## config.mk

```make
export PLATFORM = sky130hd
export DESIGN_NAME = load_fault_supervisor
export DESIGN_NICKNAME = d
export VERILOG_FILES = /design/src/shared/load_prot_pkg.sv /design/src/verilog/load_fault_supervisor.sv /design/src/verilog/trip_filter.sv
export SDC_FILE = /design/constraint.sdc
export NUM_CORES = 1
export LEC_CHECK = 0
export BUFFER_PORTS_ARGS = -buffer_cell sky130_fd_sc_hd__buf_4
export CAP_MARGIN = 20
export CORE_AREA = 2 2 121 123
export CTS_BUF_LIST = sky130_fd_sc_hd__clkbuf_8
export CTS_CLUSTER_DIAMETER = 200
export DETAILED_ROUTE_END_ITERATION = 8
export DIE_AREA = 0 0 123 125
export PLACE_DENSITY = 0.8
export SETUP_SLACK_MARGIN = 0.3
export SKIP_LAST_GASP = 1
export SLEW_MARGIN = 20
export SYNTH_ARGS = -nofsm -noshare
export SYNTH_HDL_FRONTEND = slang
export SYNTH_HIERARCHICAL = 1
export SYNTH_SLANG_ARGS = --single-unit
```

## constraint.sdc

```tcl
create_clock -name mclk -period 8 [get_ports mclk]
set_input_delay 0 -clock mclk [delete_from_list [all_inputs] [get_ports mclk]]
set_output_delay 0 -clock mclk [all_outputs]
set_load 0.02 [all_outputs]
```

## src/shared/load_prot_pkg.sv

```systemverilog
// Constants and types shared by the load protection supervisor and its trip filter.
// Assumes one clock domain; all sizes of measured quantities are set by module parameters.
package load_prot_pkg;

	typedef enum logic [3:0] {
		ST_DISABLED = 4'h1,
		ST_ENABLED  = 4'h2,
		ST_SOFT     = 4'h4,
		ST_HARD     = 4'h8
	} status_t;

	// Trip counts and threshold scaling in percent of full scale
	localparam int TRIP_SAMPLES_DEF = 4;
	localparam int TRIP_LIMIT_PCT   = 110;
	localparam int UV_MIN_PCT       = 5;

	// Threshold selector codes
	localparam logic [1:0] SEL_OV = 2'h0;
	localparam logic [1:0] SEL_UV = 2'h1;
	localparam logic [1:0] SEL_OC = 2'h2;
	localparam logic [1:0] SEL_OP = 2'h3;

	// Lock source ranks, higher value wins
	localparam logic [1:0] RANK_NONE  = 2'h0;
	localparam logic [1:0] RANK_PANEL = 2'h1;
	localparam logic [1:0] RANK_SCPI  = 2'h2;
	localparam logic [1:0] RANK_DIN   = 2'h3;

	// Alarm bit positions
	localparam int AL_OV  = 0;
	localparam int AL_UV  = 1;
	localparam int AL_OC  = 2;
	localparam int AL_OP  = 3;
	localparam int AL_ILK = 4;
	localparam int AL_TH  = 5;
	localparam int AL_N   = 6;

	// Values after reset
	localparam logic       ILK_EN_RST  = 1'b0;
	localparam logic [3:0] REG_LED_RST = 4'h1;
	localparam logic [2:0] SYNC_RST    = 3'h0;

endpackage

```

## src/verilog/load_fault_supervisor.sv

```systemverilog
// Protection, fault latch and lock supervisor for an electronic DC load.
// Assumes commands and measurements arrive on mclk; the interlock, thermal and
// lock pins are asynchronous and are synchronised here.
`timescale 1ns/1ps
`default_nettype none
// Overview of operation
// - Exactly one regulation state is shown on the LEDs and as a code.
// - Over-voltage threshold is clamped to 110% of voltage full scale.
// - A trip needs N_TRIP consecutive out-of-range samples, 4 by default.
// - Over-voltage trip opens the switch, latches a soft fault, raises its alarm.
// - Over-voltage clear needs voltage at or below threshold, then clear, then start.
// - Factory defaults put the over-voltage threshold at 110% of rating.
// - Under-voltage threshold is at least 5% of full scale, or zero.
// - Starting with voltage at or below an active under-voltage threshold trips at once.
// - Under-voltage trip opens the switch and alarms; clear then start recovers.
// - Under-voltage default is zero, and zero disables that protection.
// - Over-current threshold is clamped to 110% of current full scale.
// - Over-current clear needs current at or below threshold, then clear, then start.
// - Over-power threshold is clamped to 110% of power full scale.
// - Over-power clear needs power at or below threshold, then clear, then start.
// - Factory defaults put the over-power threshold at 110% of rating.
// - Thermal fault is a hard fault: switch open, all starts refused.
// - Only reset clears the hard fault; a persisting hot sensor re-trips.
// - Enabled interlock losing its high level opens the switch as soft fault.
// - Interlock is off after defaults; panel or host commands enable it.
// - Interlock clear is accepted only once the interlock input is high again.
// - While locked, panel start, clear and configuration writes are ignored; stop and factory restore still act; lock LED lit.
// - Lock ranks: digital input over host over panel; unlock needs equal or higher rank.
// - Clear releases soft faults to disabled and leaves hard faults alone.
// - Start closes the switch and enables when no fault is latched.
module load_fault_supervisor #(
	parameter int W     = 16,
	parameter int N_TRIP = load_prot_pkg::TRIP_SAMPLES_DEF,
	parameter int V_FS  = 30000,
	parameter int I_FS  = 30000,
	parameter int P_FS  = 30000
) (
	// Clock and reset
	input  wire logic            mclk,
	input  wire logic            rst_b,
	// Measurement path
	input  wire logic            sample_en,
	input  wire logic [W-1:0]    v_meas,
	input  wire logic [W-1:0]    i_meas,
	input  wire logic [W-1:0]    p_meas,
	input  wire logic [3:0]      reg_state_in,
	// Asynchronous pins
	input  wire logic            ilk_pin,
	input  wire logic            therm_pin,
	input  wire logic            lock_pin,
	// Commands, cmd_panel marks a front-panel origin
	input  wire logic            cmd_start,
	input  wire logic            cmd_stop,
	input  wire logic            cmd_clear,
	input  wire logic            cmd_panel,
	input  wire logic            factory_restore,
	// Configuration writes
	input  wire logic            thr_wr,
	input  wire logic [1:0]      thr_sel,
	input  wire logic [W-1:0]    thr_val,
	input  wire logic            ilk_en_wr,
	input  wire logic            ilk_en_val,
	// Lock requests from panel or host
	input  wire logic            lock_req,
	input  wire logic            unlock_req,
	input  wire logic [1:0]      lock_src,
	// Status
	output logic                 input_switch_on,
	output load_prot_pkg::status_t status,
	output logic                 ov_alarm,
	output logic                 uv_alarm,
	output logic                 oc_alarm,
	output logic                 op_alarm,
	output logic                 ilk_alarm,
	output logic                 therm_alarm,
	output logic                 lock_led,
	output logic [1:0]           lock_rank,
	output logic                 ilk_enabled,
	output logic [3:0]           reg_led,
	output logic [1:0]           reg_code,
	// Threshold readback
	output logic [W-1:0]         ovt_level,
	output logic [W-1:0]         uvt_level,
	output logic [W-1:0]         oct_level,
	output logic [W-1:0]         opt_level
);
	import load_prot_pkg::*;

	localparam logic [W-1:0] OV_LIM = W'(V_FS * TRIP_LIMIT_PCT / 100);
	localparam logic [W-1:0] OC_LIM = W'(I_FS * TRIP_LIMIT_PCT / 100);
	localparam logic [W-1:0] OP_LIM = W'(P_FS * TRIP_LIMIT_PCT / 100);
	localparam logic [W-1:0] UV_MIN = W'((V_FS * UV_MIN_PCT + 99) / 100);

	function automatic logic [W-1:0] clamp_hi(input logic [W-1:0] v, input logic [W-1:0] lim);
		clamp_hi = (v > lim) ? lim : v;
	endfunction

	function automatic logic is_onehot4(input logic [3:0] x);
		is_onehot4 = (x != 4'h0) && ((x & (x - 4'h1)) == 4'h0);
	endfunction

	function automatic logic [1:0] enc4(input logic [3:0] x);
		enc4 = {x[3] | x[2], x[3] | x[1]};
	endfunction

	// Pin synchronisers: bit 0 interlock, 1 thermal, 2 lock
	logic [2:0] sync1_q, sync2_q;
	logic       lock_pin_q;
	logic       ilk_s, therm_s, lockp_s;

	always_ff @(posedge mclk or negedge rst_b) begin
		if (!rst_b) begin
			sync1_q    <= SYNC_RST;
			sync2_q    <= SYNC_RST;
			lock_pin_q <= 1'b0;
		end else begin
			sync1_q    <= {lock_pin, therm_pin, ilk_pin};
			sync2_q    <= sync1_q;
			lock_pin_q <= sync2_q[2];
		end
	end
	assign ilk_s   = sync2_q[0];
	assign therm_s = sync2_q[1];
	assign lockp_s = sync2_q[2];

	// Trip comparators
	logic [W-1:0] ovt_q, uvt_q, oct_q, opt_q, ovt_d, uvt_d, oct_d, opt_d;
	logic         ov_trip, uv_trip, oc_trip, op_trip;
	logic         ov_oor, oc_oor, op_oor;

	trip_filter #(.W(W), .N(N_TRIP)) u_ov (.mclk(mclk), .rst_b(rst_b), .sample_en(sample_en),
		.meas(v_meas), .thresh(ovt_q), .is_under(1'b0), .arm(1'b1),
		.trip_q(ov_trip), .oor_q(ov_oor));
	trip_filter #(.W(W), .N(N_TRIP)) u_uv (.mclk(mclk), .rst_b(rst_b), .sample_en(sample_en),
		.meas(v_meas), .thresh(uvt_q), .is_under(1'b1), .arm(uvt_q != '0),
		.trip_q(uv_trip), .oor_q());
	trip_filter #(.W(W), .N(N_TRIP)) u_oc (.mclk(mclk), .rst_b(rst_b), .sample_en(sample_en),
		.meas(i_meas), .thresh(oct_q), .is_under(1'b0), .arm(1'b1),
		.trip_q(oc_trip), .oor_q(oc_oor));
	trip_filter #(.W(W), .N(N_TRIP)) u_op (.mclk(mclk), .rst_b(rst_b), .sample_en(sample_en),
		.meas(p_meas), .thresh(opt_q), .is_under(1'b0), .arm(1'b1),
		.trip_q(op_trip), .oor_q(op_oor));

	// Lock and configuration
	logic [1:0] lock_q, lock_d;
	logic       ilk_en_q, ilk_en_d;
	logic       locked, panel_ok;

	assign locked   = (lock_q != RANK_NONE);
	assign panel_ok = !(cmd_panel && locked);

	always_comb begin
		lock_d   = lock_q;
		ilk_en_d = ilk_en_q;
		ovt_d    = ovt_q;
		uvt_d    = uvt_q;
		oct_d    = oct_q;
		opt_d    = opt_q;
		if (lockp_s && !lock_pin_q)
			lock_d = RANK_DIN;
		else if (!lockp_s && lock_pin_q)
			lock_d = RANK_NONE;
		else if (lock_req && lock_src > lock_q)
			lock_d = lock_src;
		else if (unlock_req && lock_src >= lock_q)
			lock_d = RANK_NONE;
		if (factory_restore) begin
			ovt_d    = OV_LIM;
			uvt_d    = '0;
			oct_d    = OC_LIM;
			opt_d    = OP_LIM;
			ilk_en_d = ILK_EN_RST;
		end else begin
			if (ilk_en_wr && panel_ok)
				ilk_en_d = ilk_en_val;
			if (thr_wr && panel_ok) begin
				unique case (thr_sel)
					SEL_OV: ovt_d = clamp_hi(thr_val, OV_LIM);
					SEL_UV: uvt_d = (thr_val != '0 && thr_val < UV_MIN) ? UV_MIN : thr_val;
					SEL_OC: oct_d = clamp_hi(thr_val, OC_LIM);
					SEL_OP: opt_d = clamp_hi(thr_val, OP_LIM);
				endcase
			end
		end
	end

	always_ff @(posedge mclk or negedge rst_b) begin
		if (!rst_b) begin
			lock_q   <= RANK_NONE;
			ilk_en_q <= ILK_EN_RST;
			ovt_q    <= OV_LIM;
			uvt_q    <= '0;
			oct_q    <= OC_LIM;
			opt_q    <= OP_LIM;
		end else begin
			lock_q   <= lock_d;
			ilk_en_q <= ilk_en_d;
			ovt_q    <= ovt_d;
			uvt_q    <= uvt_d;
			oct_q    <= oct_d;
			opt_q    <= opt_d;
		end
	end

	// Fault and enable state
	status_t         st_q, st_d;
	logic            sw_q, sw_d;
	logic [AL_N-1:0] al_q, al_d;
	logic            ilk_loss, uv_now, start_ok, clear_ok, any_trip;

	assign ilk_loss = ilk_en_q && !ilk_s;
	assign uv_now   = (uvt_q != '0) && (v_meas <= uvt_q);
	assign start_ok = cmd_start && panel_ok;
	assign any_trip = ov_trip || uv_trip || oc_trip || op_trip;
	// Every latched cause except under-voltage must have gone away first, so a clear never re-arms into a fault
	assign clear_ok = cmd_clear && panel_ok
		&& !(al_q[AL_OV] && ov_oor)
		&& !(al_q[AL_OC] && oc_oor)
		&& !(al_q[AL_OP] && op_oor)
		&& !(al_q[AL_ILK] && !ilk_s);

	always_comb begin
		st_d = st_q;
		sw_d = sw_q;
		al_d = al_q;
		// Thermal wins over everything; only reset leaves the hard state
		if (therm_s && st_q != ST_HARD) begin
			st_d        = ST_HARD;
			sw_d        = 1'b0;
			al_d[AL_TH] = 1'b1;
		end else begin
			unique case (st_q)
				ST_DISABLED: begin
					if (ilk_loss) begin
						st_d         = ST_SOFT;
						al_d[AL_ILK] = 1'b1;
					end else if (start_ok && uv_now) begin
						st_d        = ST_SOFT;
						al_d[AL_UV] = 1'b1;
					end else if (start_ok) begin
						st_d = ST_ENABLED;
						sw_d = 1'b1;
					end
				end
				ST_ENABLED: begin
					// A fault in the same cycle as stop is still reported
					if (ilk_loss || any_trip) begin
						st_d         = ST_SOFT;
						sw_d         = 1'b0;
						al_d[AL_OV]  = ov_trip;
						al_d[AL_UV]  = uv_trip;
						al_d[AL_OC]  = oc_trip;
						al_d[AL_OP]  = op_trip;
						al_d[AL_ILK] = ilk_loss;
					end else if (cmd_stop) begin
						st_d = ST_DISABLED;
						sw_d = 1'b0;
					end
				end
				ST_SOFT: begin
					if (clear_ok) begin
						st_d = ST_DISABLED;
						al_d = '0;
					end
				end
				ST_HARD: begin
					sw_d = 1'b0;
				end
				default: begin
					st_d = ST_DISABLED;
					sw_d = 1'b0;
				end
			endcase
		end
	end

	always_ff @(posedge mclk or negedge rst_b) begin
		if (!rst_b) begin
			st_q <= ST_DISABLED;
			sw_q <= 1'b0;
			al_q <= '0;
		end else begin
			st_q <= st_d;
			sw_q <= sw_d;
			al_q <= al_d;
		end
	end

	// Regulation report: an illegal loop code keeps the last good one
	// Code is registered beside the LEDs so the output comes from a flop
	localparam logic [1:0] REG_CODE_RST = enc4(REG_LED_RST);
	logic [3:0] led_q, led_d;
	logic [1:0] code_q, code_d;
	logic       lock_led_q, lock_led_d;

	always_comb begin
		led_d      = is_onehot4(reg_state_in) ? reg_state_in : led_q;
		code_d     = enc4(led_d);
		lock_led_d = (lock_d != RANK_NONE);
	end

	always_ff @(posedge mclk or negedge rst_b) begin
		if (!rst_b) begin
			led_q      <= REG_LED_RST;
			code_q     <= REG_CODE_RST;
			lock_led_q <= 1'b0;
		end else begin
			led_q      <= led_d;
			code_q     <= code_d;
			lock_led_q <= lock_led_d;
		end
	end

	assign input_switch_on = sw_q;
	assign status          = st_q;
	assign ov_alarm        = al_q[AL_OV];
	assign uv_alarm        = al_q[AL_UV];
	assign oc_alarm        = al_q[AL_OC];
	assign op_alarm        = al_q[AL_OP];
	assign ilk_alarm       = al_q[AL_ILK];
	assign therm_alarm     = al_q[AL_TH];
	assign lock_led        = lock_led_q;
	assign lock_rank       = lock_q;
	assign ilk_enabled     = ilk_en_q;
	assign reg_led         = led_q;
	assign reg_code        = code_q;
	assign ovt_level       = ovt_q;
	assign uvt_level       = uvt_q;
	assign oct_level       = oct_q;
	assign opt_level       = opt_q;
endmodule
`default_nettype wire

```

## src/verilog/trip_filter.sv

```systemverilog
// Sample-debounced threshold comparator for one measured quantity.
// Assumes meas is stable whenever sample_en pulses; same clock as the supervisor.
`timescale 1ns/1ps
`default_nettype none
module trip_filter #(
	parameter int W = 16,
	parameter int N = load_prot_pkg::TRIP_SAMPLES_DEF
) (
	// Clock and reset
	input  wire logic         mclk,
	input  wire logic         rst_b,
	// Sample and threshold
	input  wire logic         sample_en,
	input  wire logic [W-1:0] meas,
	input  wire logic [W-1:0] thresh,
	input  wire logic         is_under,
	input  wire logic         arm,
	// Result
	output logic              trip_q,
	output logic              oor_q
);
	import load_prot_pkg::*;

	localparam int CW = $clog2(N + 1);
	localparam logic [CW-1:0] CNT_MAX = CW'(N);

	logic [CW-1:0] cnt_q;
	logic [CW-1:0] cnt_d;
	logic          oor_now;
	logic          oor_d;
	logic          trip_d;

	always_comb begin
		oor_now = arm && (is_under ? (meas <= thresh) : (meas > thresh));
		cnt_d   = cnt_q;
		oor_d   = oor_q;
		if (sample_en) begin
			oor_d = oor_now;
			// Any in-range sample restarts the run
			if (!oor_now)
				cnt_d = '0;
			else if (cnt_q != CNT_MAX)
				cnt_d = cnt_q + CW'(1);
		end
		if (!arm)
			cnt_d = '0;
		trip_d = (cnt_d == CNT_MAX);
	end

	always_ff @(posedge mclk or negedge rst_b) begin
		if (!rst_b) begin
			cnt_q  <= '0;
			oor_q  <= 1'b0;
			trip_q <= 1'b0;
		end else begin
			cnt_q  <= cnt_d;
			oor_q  <= oor_d;
			trip_q <= trip_d;
		end
	end
endmodule
`default_nettype wire
```

## Word-level counts from Yosys, hierarchy flattened

Index checks and enable logic that the tools add are counted.

- Input port bits: 88
- Bits in registers: 111
- Output and inout port bits: 85
- Logic and storage cells: 198

- $lt $le $gt $ge: 8
- Equal/unequal tests: 29
- Add/subtract/negate cells: 5
- Bitwise gates (word level): 4
- Reductions and logical operators: 62
- Muxes and demuxes: 60

Operators by type and width:

| kind | number |
|---|---|
| $mux W16 | 14 |
| $gt A16 B16 Y1 | 3 |
| $mux W3 | 13 |
| $mux W4 | 8 |
| $reduce_bool A16 Y1 | 2 |
| $ne A3 B3 Y1 const B | 8 |
| $logic_and A1 B1 Y1 | 23 |
| $reduce_bool A2 Y1 | 11 |
| $gt A16 B16 Y1 const B | 1 |
| $le A16 B16 Y1 | 1 |
| $lt A16 B11 Y1 const B | 1 |
| $pmux W4 S4 | 1 |
| $ne A2 B2 Y1 const B | 7 |
| $mux W1 | 13 |
| $add A3 B1 Y3 const B | 4 |
| $eq A3 B3 Y1 const B | 4 |
| $reduce_and A2 Y1 | 5 |
| $reduce_and A5 Y1 | 2 |
| $pmux W1 S3 | 3 |
| $logic_not A1 Y1 | 8 |
| $mux W2 | 4 |
| $ne A4 B4 Y1 const B | 2 |
| $reduce_and A4 Y1 | 2 |
| $mux W6 | 1 |
| other kinds (22) | 27 |

## Logic depth before layout (Yosys ltp)

Gate-level depths: netlist (run 1).

- Word-level depth: 11
- Gate-level depth with buffers: 8
- Gate-level depth less buffers: 8

## Modules after synthesis

The synthesis (run 1) kept the hierarchy.

Modules (own cells, without submodules):

| module | sequential area each (um^2) | area each (um^2) | instances | cells each |
|---|---|---|---|---|
| load_fault_supervisor | 2323.5 | 4503.1 | 1 | 443 |
| trip_filter (u_oc ...) | 125.1 | 768.2 | 3 | 100 |
| trip_filter (u_uv) | 125.1 | 779.5 | 1 | 92 |

## Worst setup path after synthesis (run 1)

No wires, ideal clock.

- Path type: register to register
- From: reg oct_q[15] (netlist: oct_level[15])
- To: reg u_oc.trip_q
- Setup slack: 5.263 ns
- Buffers on the path: 0
- Clock period less this slack: 2.737 ns
- Stages on the path, launching flop included: 8
- Data arrival time: 2.634 ns
- Required time: 7.896 ns
- Setup time: 0.104 ns
- Path through: dfstp_2 > inv_1 > ha_1 > nand4_2 > a2111oi_0 > nor4_1 > or4_1 > a221oi_1

- Longest elaborated chain between the ends: 4

Ends and longest elaborated chain:

| item | line | source |
|---|---|---|
| start, declared | load_fault_supervisor.sv:127 | `logic [W-1:0] ovt_q, uvt_q, oct_q, opt_q, ovt_d, uvt_d, oct_d, opt_d;` |
| start signal, assigned | load_fault_supervisor.sv:200 | `oct_q <= oct_d;` |
| $gt A16 B16 Y1 | trip_filter.sv:34 | `oor_now = arm && (is_under ? (meas <= thresh) : (meas > thresh));` |
| $mux W3 | trip_filter.sv:40 | `if (!oor_now)` |
| $mux W3 | trip_filter.sv:37 | `if (sample_en) begin` |
| $eq A3 B3 Y1 | trip_filter.sv:47 | `trip_d = (cnt_d == CNT_MAX);` |
| named net u_oc.trip_d | trip_filter.sv:31 | `logic trip_d;` |
| end signal, assigned | trip_filter.sv:58 | `trip_q <= trip_d;` |
| end, declared | trip_filter.sv:19 | `output logic trip_q,` |

The timed path passes the listed nets, and every way through them passes these cells.
A chain may end at the register's enable or synchronous reset.

## Final worst setup path (run 1)

- From: reg ovt_q[15] (netlist: ovt_level[15])
- To: reg u_ov.trip_q

- Longest elaborated chain between the ends: 4

Ends and longest elaborated chain:

| item | line | source |
|---|---|---|
| start, declared | load_fault_supervisor.sv:127 |  |
| start signal, assigned | load_fault_supervisor.sv:198 | `ovt_q <= ovt_d;` |
| $gt A16 B16 Y1 | trip_filter.sv:34 |  |
| $mux W3 | trip_filter.sv:40 |  |
| $mux W3 | trip_filter.sv:37 |  |
| $eq A3 B3 Y1 | trip_filter.sv:47 |  |
| named net u_ov.trip_d | trip_filter.sv:31 |  |
| end signal, assigned | trip_filter.sv:58 |  |
| end, declared | trip_filter.sv:19 |  |

The timed path passes the listed nets, and every way through them passes these cells.

==> flow_summary.ini, run 1 <==
[flow_run]
drv_cap = 0

[sta]
setup_violations = 0
finalHoldViolations = 0
slew-limit-headroom_pct = 33.9
layout_min_cycle_time_ns = 3.05
rsz0062_at_grt = false
worst_pin_slew_ns = 0.967
skew_ns = 0.0173
slew_viol_final = 0
finalCritPeriodShare_pct = 38.1
fmax_mhz = 328
setup_tns_ns = 0

[critical_path]
cp_cell_sequence = inv_1 -> ha_1 -> nand4_2 -> a2111oi_0 -> nor4_1 -> or4_1 -> a221oi_1
path_class = flop to flop
critPathRequiredTime_ns = 8.29
crit_fanout = 4
timing.critical_path.slowest_cell_delay_ns = 0.88
crit_family = compound AO/OA/AOI/OAI gates
crit_path_end_kind = flop
cp-start-kind = flop
reg2reg_slack_ns = 4.95
crit_buf_inv = 1
critPathSlowestCell = a2111oi_0
arrival_ns = 3.33

[yosys]
synthCells = 831
syn_area_um2 = 7550
postSynthAreaPerCell_um2 = 9.08
yosysWarnings = 6

[status]
status = completed

[routing]
routed_wl_mm = 20.8
drt_first_pass_iters = 5
num_vias = 7074
remaining_drc_errors = 0
drt_iter0_markers = 386
drt-wirelength-per-cell_um = 16.7
drt.antenna.violating_nets = 0
via_per_inst = 5.67

[layout]
final_area_um2 = 9640
diodes = 0
fill_cells = 1202
most-common-layout-cells = 173 x buf_4, 107 x inv_1, 94 x dfrtp_1
final_common_cell = buf_4
area_delta_synth_final_pct = 27.6
drive_above_1_share_pct = 22.7
finish.utilization_pct = 67.8
nNetsFinal = 1237

[cts]
htree_levels = 3
clk_pin_slew_ns = 0.11
cts_resized = 0
clkLatencyLatePin_ns = 0.40
cts_root_buffer = clkbuf_8
cts.sinks = 111
cts_tree = yes
cts_inserted_buffers = 9
post_cts_buffers = 0
max-clock-path-buffers = 2

[placed_design]
port_buffers = 172
placed_area_um2 = 9110
place_congestion = 0.900
dp.final_hpwl_mm = 15.8

[die]
rows = 44
die_w_um = 123
die_h_um = 125
start_util_pct = 53.1
core-area_um2 = 14200
ioPinCount = 173
dieArea_um2 = 15400

[global_routing]
gr-total-overflow = 0
grt_pass1_wl_mm = 33.3
gr-usage-all-layers_pct = 27.6
grt_start_max_net_pins = 71
grt_antenna_before_repair = 0
grt_pass1_vias = 6833

[worst_hold_path]
hold_class = input pin to flop

[power]
power_density_nw_per_um2 = 142
cellLeakagePower_nw = 4.57
peakVddDrop_uv = 100
-- metal layers --
metal / up-vias / wire (µm) / share of wire, % / GRT usage [%]
li1: 3417 / - / - / -
met1: 3350 / 8870 / 43 / 36.2
met2: 267 / 9910 / 48 / 45.8
met3: 40 / 1460 / 7.0 / 4.93
met4: 0 / 559 / 2.7 / 9.76
met5: - / 0 / 0 / 0
-- final timing paths --
check / depth (start not counted) / from / to
setup / recovery: 7 / ovt_level[15] / u_ov/trip_q
max in group asynchronous: 3 / rst_b / ovt_level[12]
hold / removal: 4 / cmd_panel / al_q[5]
min in group asynchronous: 2 / rst_b / lock_led
hold reg to reg: 0 / sync1_q[1] / sync2_q[1]
setup reg to reg: 7 / ovt_level[15] / u_ov/trip_q
-- final cells by class --
type,count,area [µm²],area share [%]
Clock inverter,6,55.1,0.571
Multi-Input combinational cell,627,4390,45.6
Sequential cell,111,2800,29.0
Tap cell,184,230,2.39
Clock buffer,10,138,1.43
Inverter,104,390,4.05
Timing Repair Buffer,206,1630,16.9
-- registers in the layout (all words and copies together) (netlist names), 2 cells and up --
signal and flops:
opt_level 16, reg_led 4, oct_level 16, u_op/cnt_q 3, u_oc/cnt_q 3, status 4, u_ov/cnt_q 3, al_q 6
sync2_q 3, lock_rank 2, u_uv/cnt_q 3, sync1_q 3, uvt_level 16, reg_code 2, ovt_level 16
-- tightest hold or removal path, delay by kind of cell --
| kind | cells | cell delay, ns |
|---|---|---|
| compound gates | 2 | 0.21 |
| buf+inv | 1 | 0.08 |
| simple gates | 1 | 0.09 |
-- report_power, final --
part | switching (mW) | internal (mW)
Combinational | 0.214 | 0.174
Clock | 0.189 | 0.151
Sequential | 0.0347 | 0.601
Total | 0.438 | 0.926
-- through the flow --
stage	std cells	total power [mW]	hold slack, ns	worst slack [ns]
2_1_floorplan	863	0.862	-0.296	5.26
6_report	1248	1.36	0.0220	4.95
3_3_place_gp	1199	1.00	0.0325	4.98
5_1_grt	1248	1.45	0.0469	4.65
4_1_cts	1248	1.37	0.00563	4.83
3_5_place_dp	1199	1.01	0.0374	4.86
-- timing repair --
action	in CTS	in global routing
hold buffers	33	0
endpoints found under the hold margin	93	0
setup endpoints to repair	0	0
Power figures use the tool's default switching activity.
==> run 2, diff against run 1 <==
==> constraint.sdc (replaced) <==
create_clock -name mclk -period 3.1 [get_ports mclk]
set_input_delay 0 -clock mclk [delete_from_list [all_inputs] [get_ports mclk]]
set_output_delay 0 -clock mclk [all_outputs]
set_load 0.02 [all_outputs]
==> run 2 against run 1 <==
Effect of this change: first-iteration DRC count up 49%; clock power rose to 2.9 times the previous value; wire length up 2.4%.
==> flow_summary.ini, run 2 (synthesis gave the netlist of run 1 again) <==
[critical_path]
crit_path_start = oct_level[15]
critPathRequiredTime_ns = 3.39
arrival_ns = 2.97
crit_path_end_kind = flop
r2r-end = u_oc/trip_q
reg2reg_slack_ns = 0.42
path_class = flop to flop
reg2reg_depth = 8
cp_cell_sequence = inv_1 -> ha_1 -> nand4_2 -> a2111oi_2 -> buf_4 -> nor4_1 -> or4_1 -> a221oi_1
cp-start-kind = flop
crit_fanout = 4
crit_end = u_oc/trip_q
critPathSlowestCell = dfstp_2
timing.critical_path.slowest_cell_delay_ns = 0.56
r2r-start = oct_level[15]

[die]
core-area_um2 = 14200
dieArea_um2 = 15400
start_util_pct = 53.1
ioPinCount = 173
die_h_um = 125
die_w_um = 123
rows = 44

[power]
p_int_mw = 2.51
power_density_nw_per_um2 = 374
fin_total_pwr_mw = 3.65
p_comb_share_pct = 27.8
cellLeakagePower_nw = 4.63
seqPwrFrac_pct = 45.0
peakVddDrop_uv = 288
pwr-share-clk_pct = 27.3
p_sw_share_pct = 31.4
power.net_switching_mw = 1.14

[routing]
drt-wirelength-per-cell_um = 16.9
remaining_drc_errors = 0
num_vias = 7133
via_per_inst = 5.68
drt_first_pass_iters = 5
drt_iter0_markers = 577
routed_wl_mm = 21.3
drt.antenna.violating_nets = 0

[global_routing]
grt_antenna_before_repair = 0
grt_pass1_vias = 6728
gr-usage-all-layers_pct = 28.0
gr-total-overflow = 0
grt_pass1_wl_mm = 33.6
grt_start_max_net_pins = 53

[sta]
worst_slack_ns = 0.421
layout_min_cycle_time_ns = 2.68
worst_pin_slew_ns = 0.776
slew-limit-headroom_pct = 48.1
finalCritPeriodShare_pct = 86.4
setup_tns_ns = 0
skew_ns = 0.00977
slew_viol_final = 0
finalHoldViolations = 0
setup_violations = 0
rsz0062_at_grt = false
fmax_mhz = 373

[flow_run]
drv_cap = 0

[layout]
fill_cells = 1177
finish.utilization_pct = 68.6
diodes = 0
multiInputGateArea_um2 = 4400
seq_area_um2 = 2800
final_common_cell = buf_4
nNetsFinal = 1245
drive_above_1_share_pct = 23.6
area_delta_synth_final_pct = 29.2
most-common-layout-cells = 181 x buf_4, 105 x inv_1, 94 x dfrtp_1

[placed_design]
port_buffers = 172
dp.final_hpwl_mm = 16.1
dpl_worst_slack_ns = 0.287
place_congestion = 0.854

[cts]
cts.sinks = 111
max-clock-path-buffers = 2
cts_root_buffer = clkbuf_8
cts_tree = yes
clkLatencyLatePin_ns = 0.39
cts_inserted_buffers = 9
post_cts_buffers = 0
htree_levels = 3
clk_pin_slew_ns = 0.10

[status]
status = completed

[worst_hold_path]
hold_depth = 4
hold_class = input pin to flop
## run 2: how the worst min path moves through the flow
stage / from / endpoint / slack (ns)
after detailed placement: rst_b / lock_led / -0.03
after CTS: thr_sel[1] / uvt_level[11] / 0.005
after global placement: rst_b / lock_led / -0.03
final: cmd_panel / al_q[5] / 0.02
after floorplan: rst_b / al_q[0] / -0.30
after global routing: cmd_panel / al_q[5] / 0.03
## run 2: layout make-up
cell class | count | share of cell area [%]
Clock buffer | 11 | 1.55
Clock inverter | 5 | 0.834
Inverter | 104 | 4.00
Multi-Input combinational cell | 627 | 45.1
Sequential cell | 111 | 28.7
Tap cell | 184 | 2.36
Timing Repair Buffer | 214 | 17.4
## run 2: per-stage QoR
step	instances	area [µm²]	hold WS [ns]
4_1_cts	1256	9740	0.00481
6_report	1256	9750	0.0209
5_1_grt	1256	9750	0.0269
3_5_place_dp	1208	9190	-0.0280
2_1_floorplan	863	7670	-0.296
3_3_place_gp	1208	9190	-0.0271
## run 2: repair_timing
action | 4_1_cts | 5_1_grt
endpoints found under the hold margin | 124 | 0
endpoints found under the setup margin | 0 | 2
hold buffers | 32 | 0
resized for setup | 0 | 3
## run 2: per-layer routing
layer / share of wire [%] / vias up / GRT usage, %
met2: 49 / 282 / 46.5
met4: 2.5 / 0 / 9.16
met1: 41 / 3380 / 36.8
met3: 7.8 / 40 / 5.29
li1: - / 3431 / -
met5: 0 / - / 0
## run 2: power groups by stage
stage / Combinational (mW) / Clock [mW] / Sequential, mW
floorplan: 0.492 / 0 / 1.73
global placement: 0.936 / 0 / 1.66
detailed placement: 0.959 / 0 / 1.67
CTS: 1.00 / 1.02 / 1.64
global route: 1.12 / 1.07 / 1.65
finish: 1.01 / 0.995 / 1.64
## run 2: critical path, delay by kind of cell, from the launching register on
kind,cells,cell delay [ns]
AND/OR/NAND/NOR,3,0.75
flip-flops,1,0.56
buffers and inverters,2,0.25
AO/OA/AOI/OAI,2,0.71
adder cells (fa/ha/maj),1,0.32
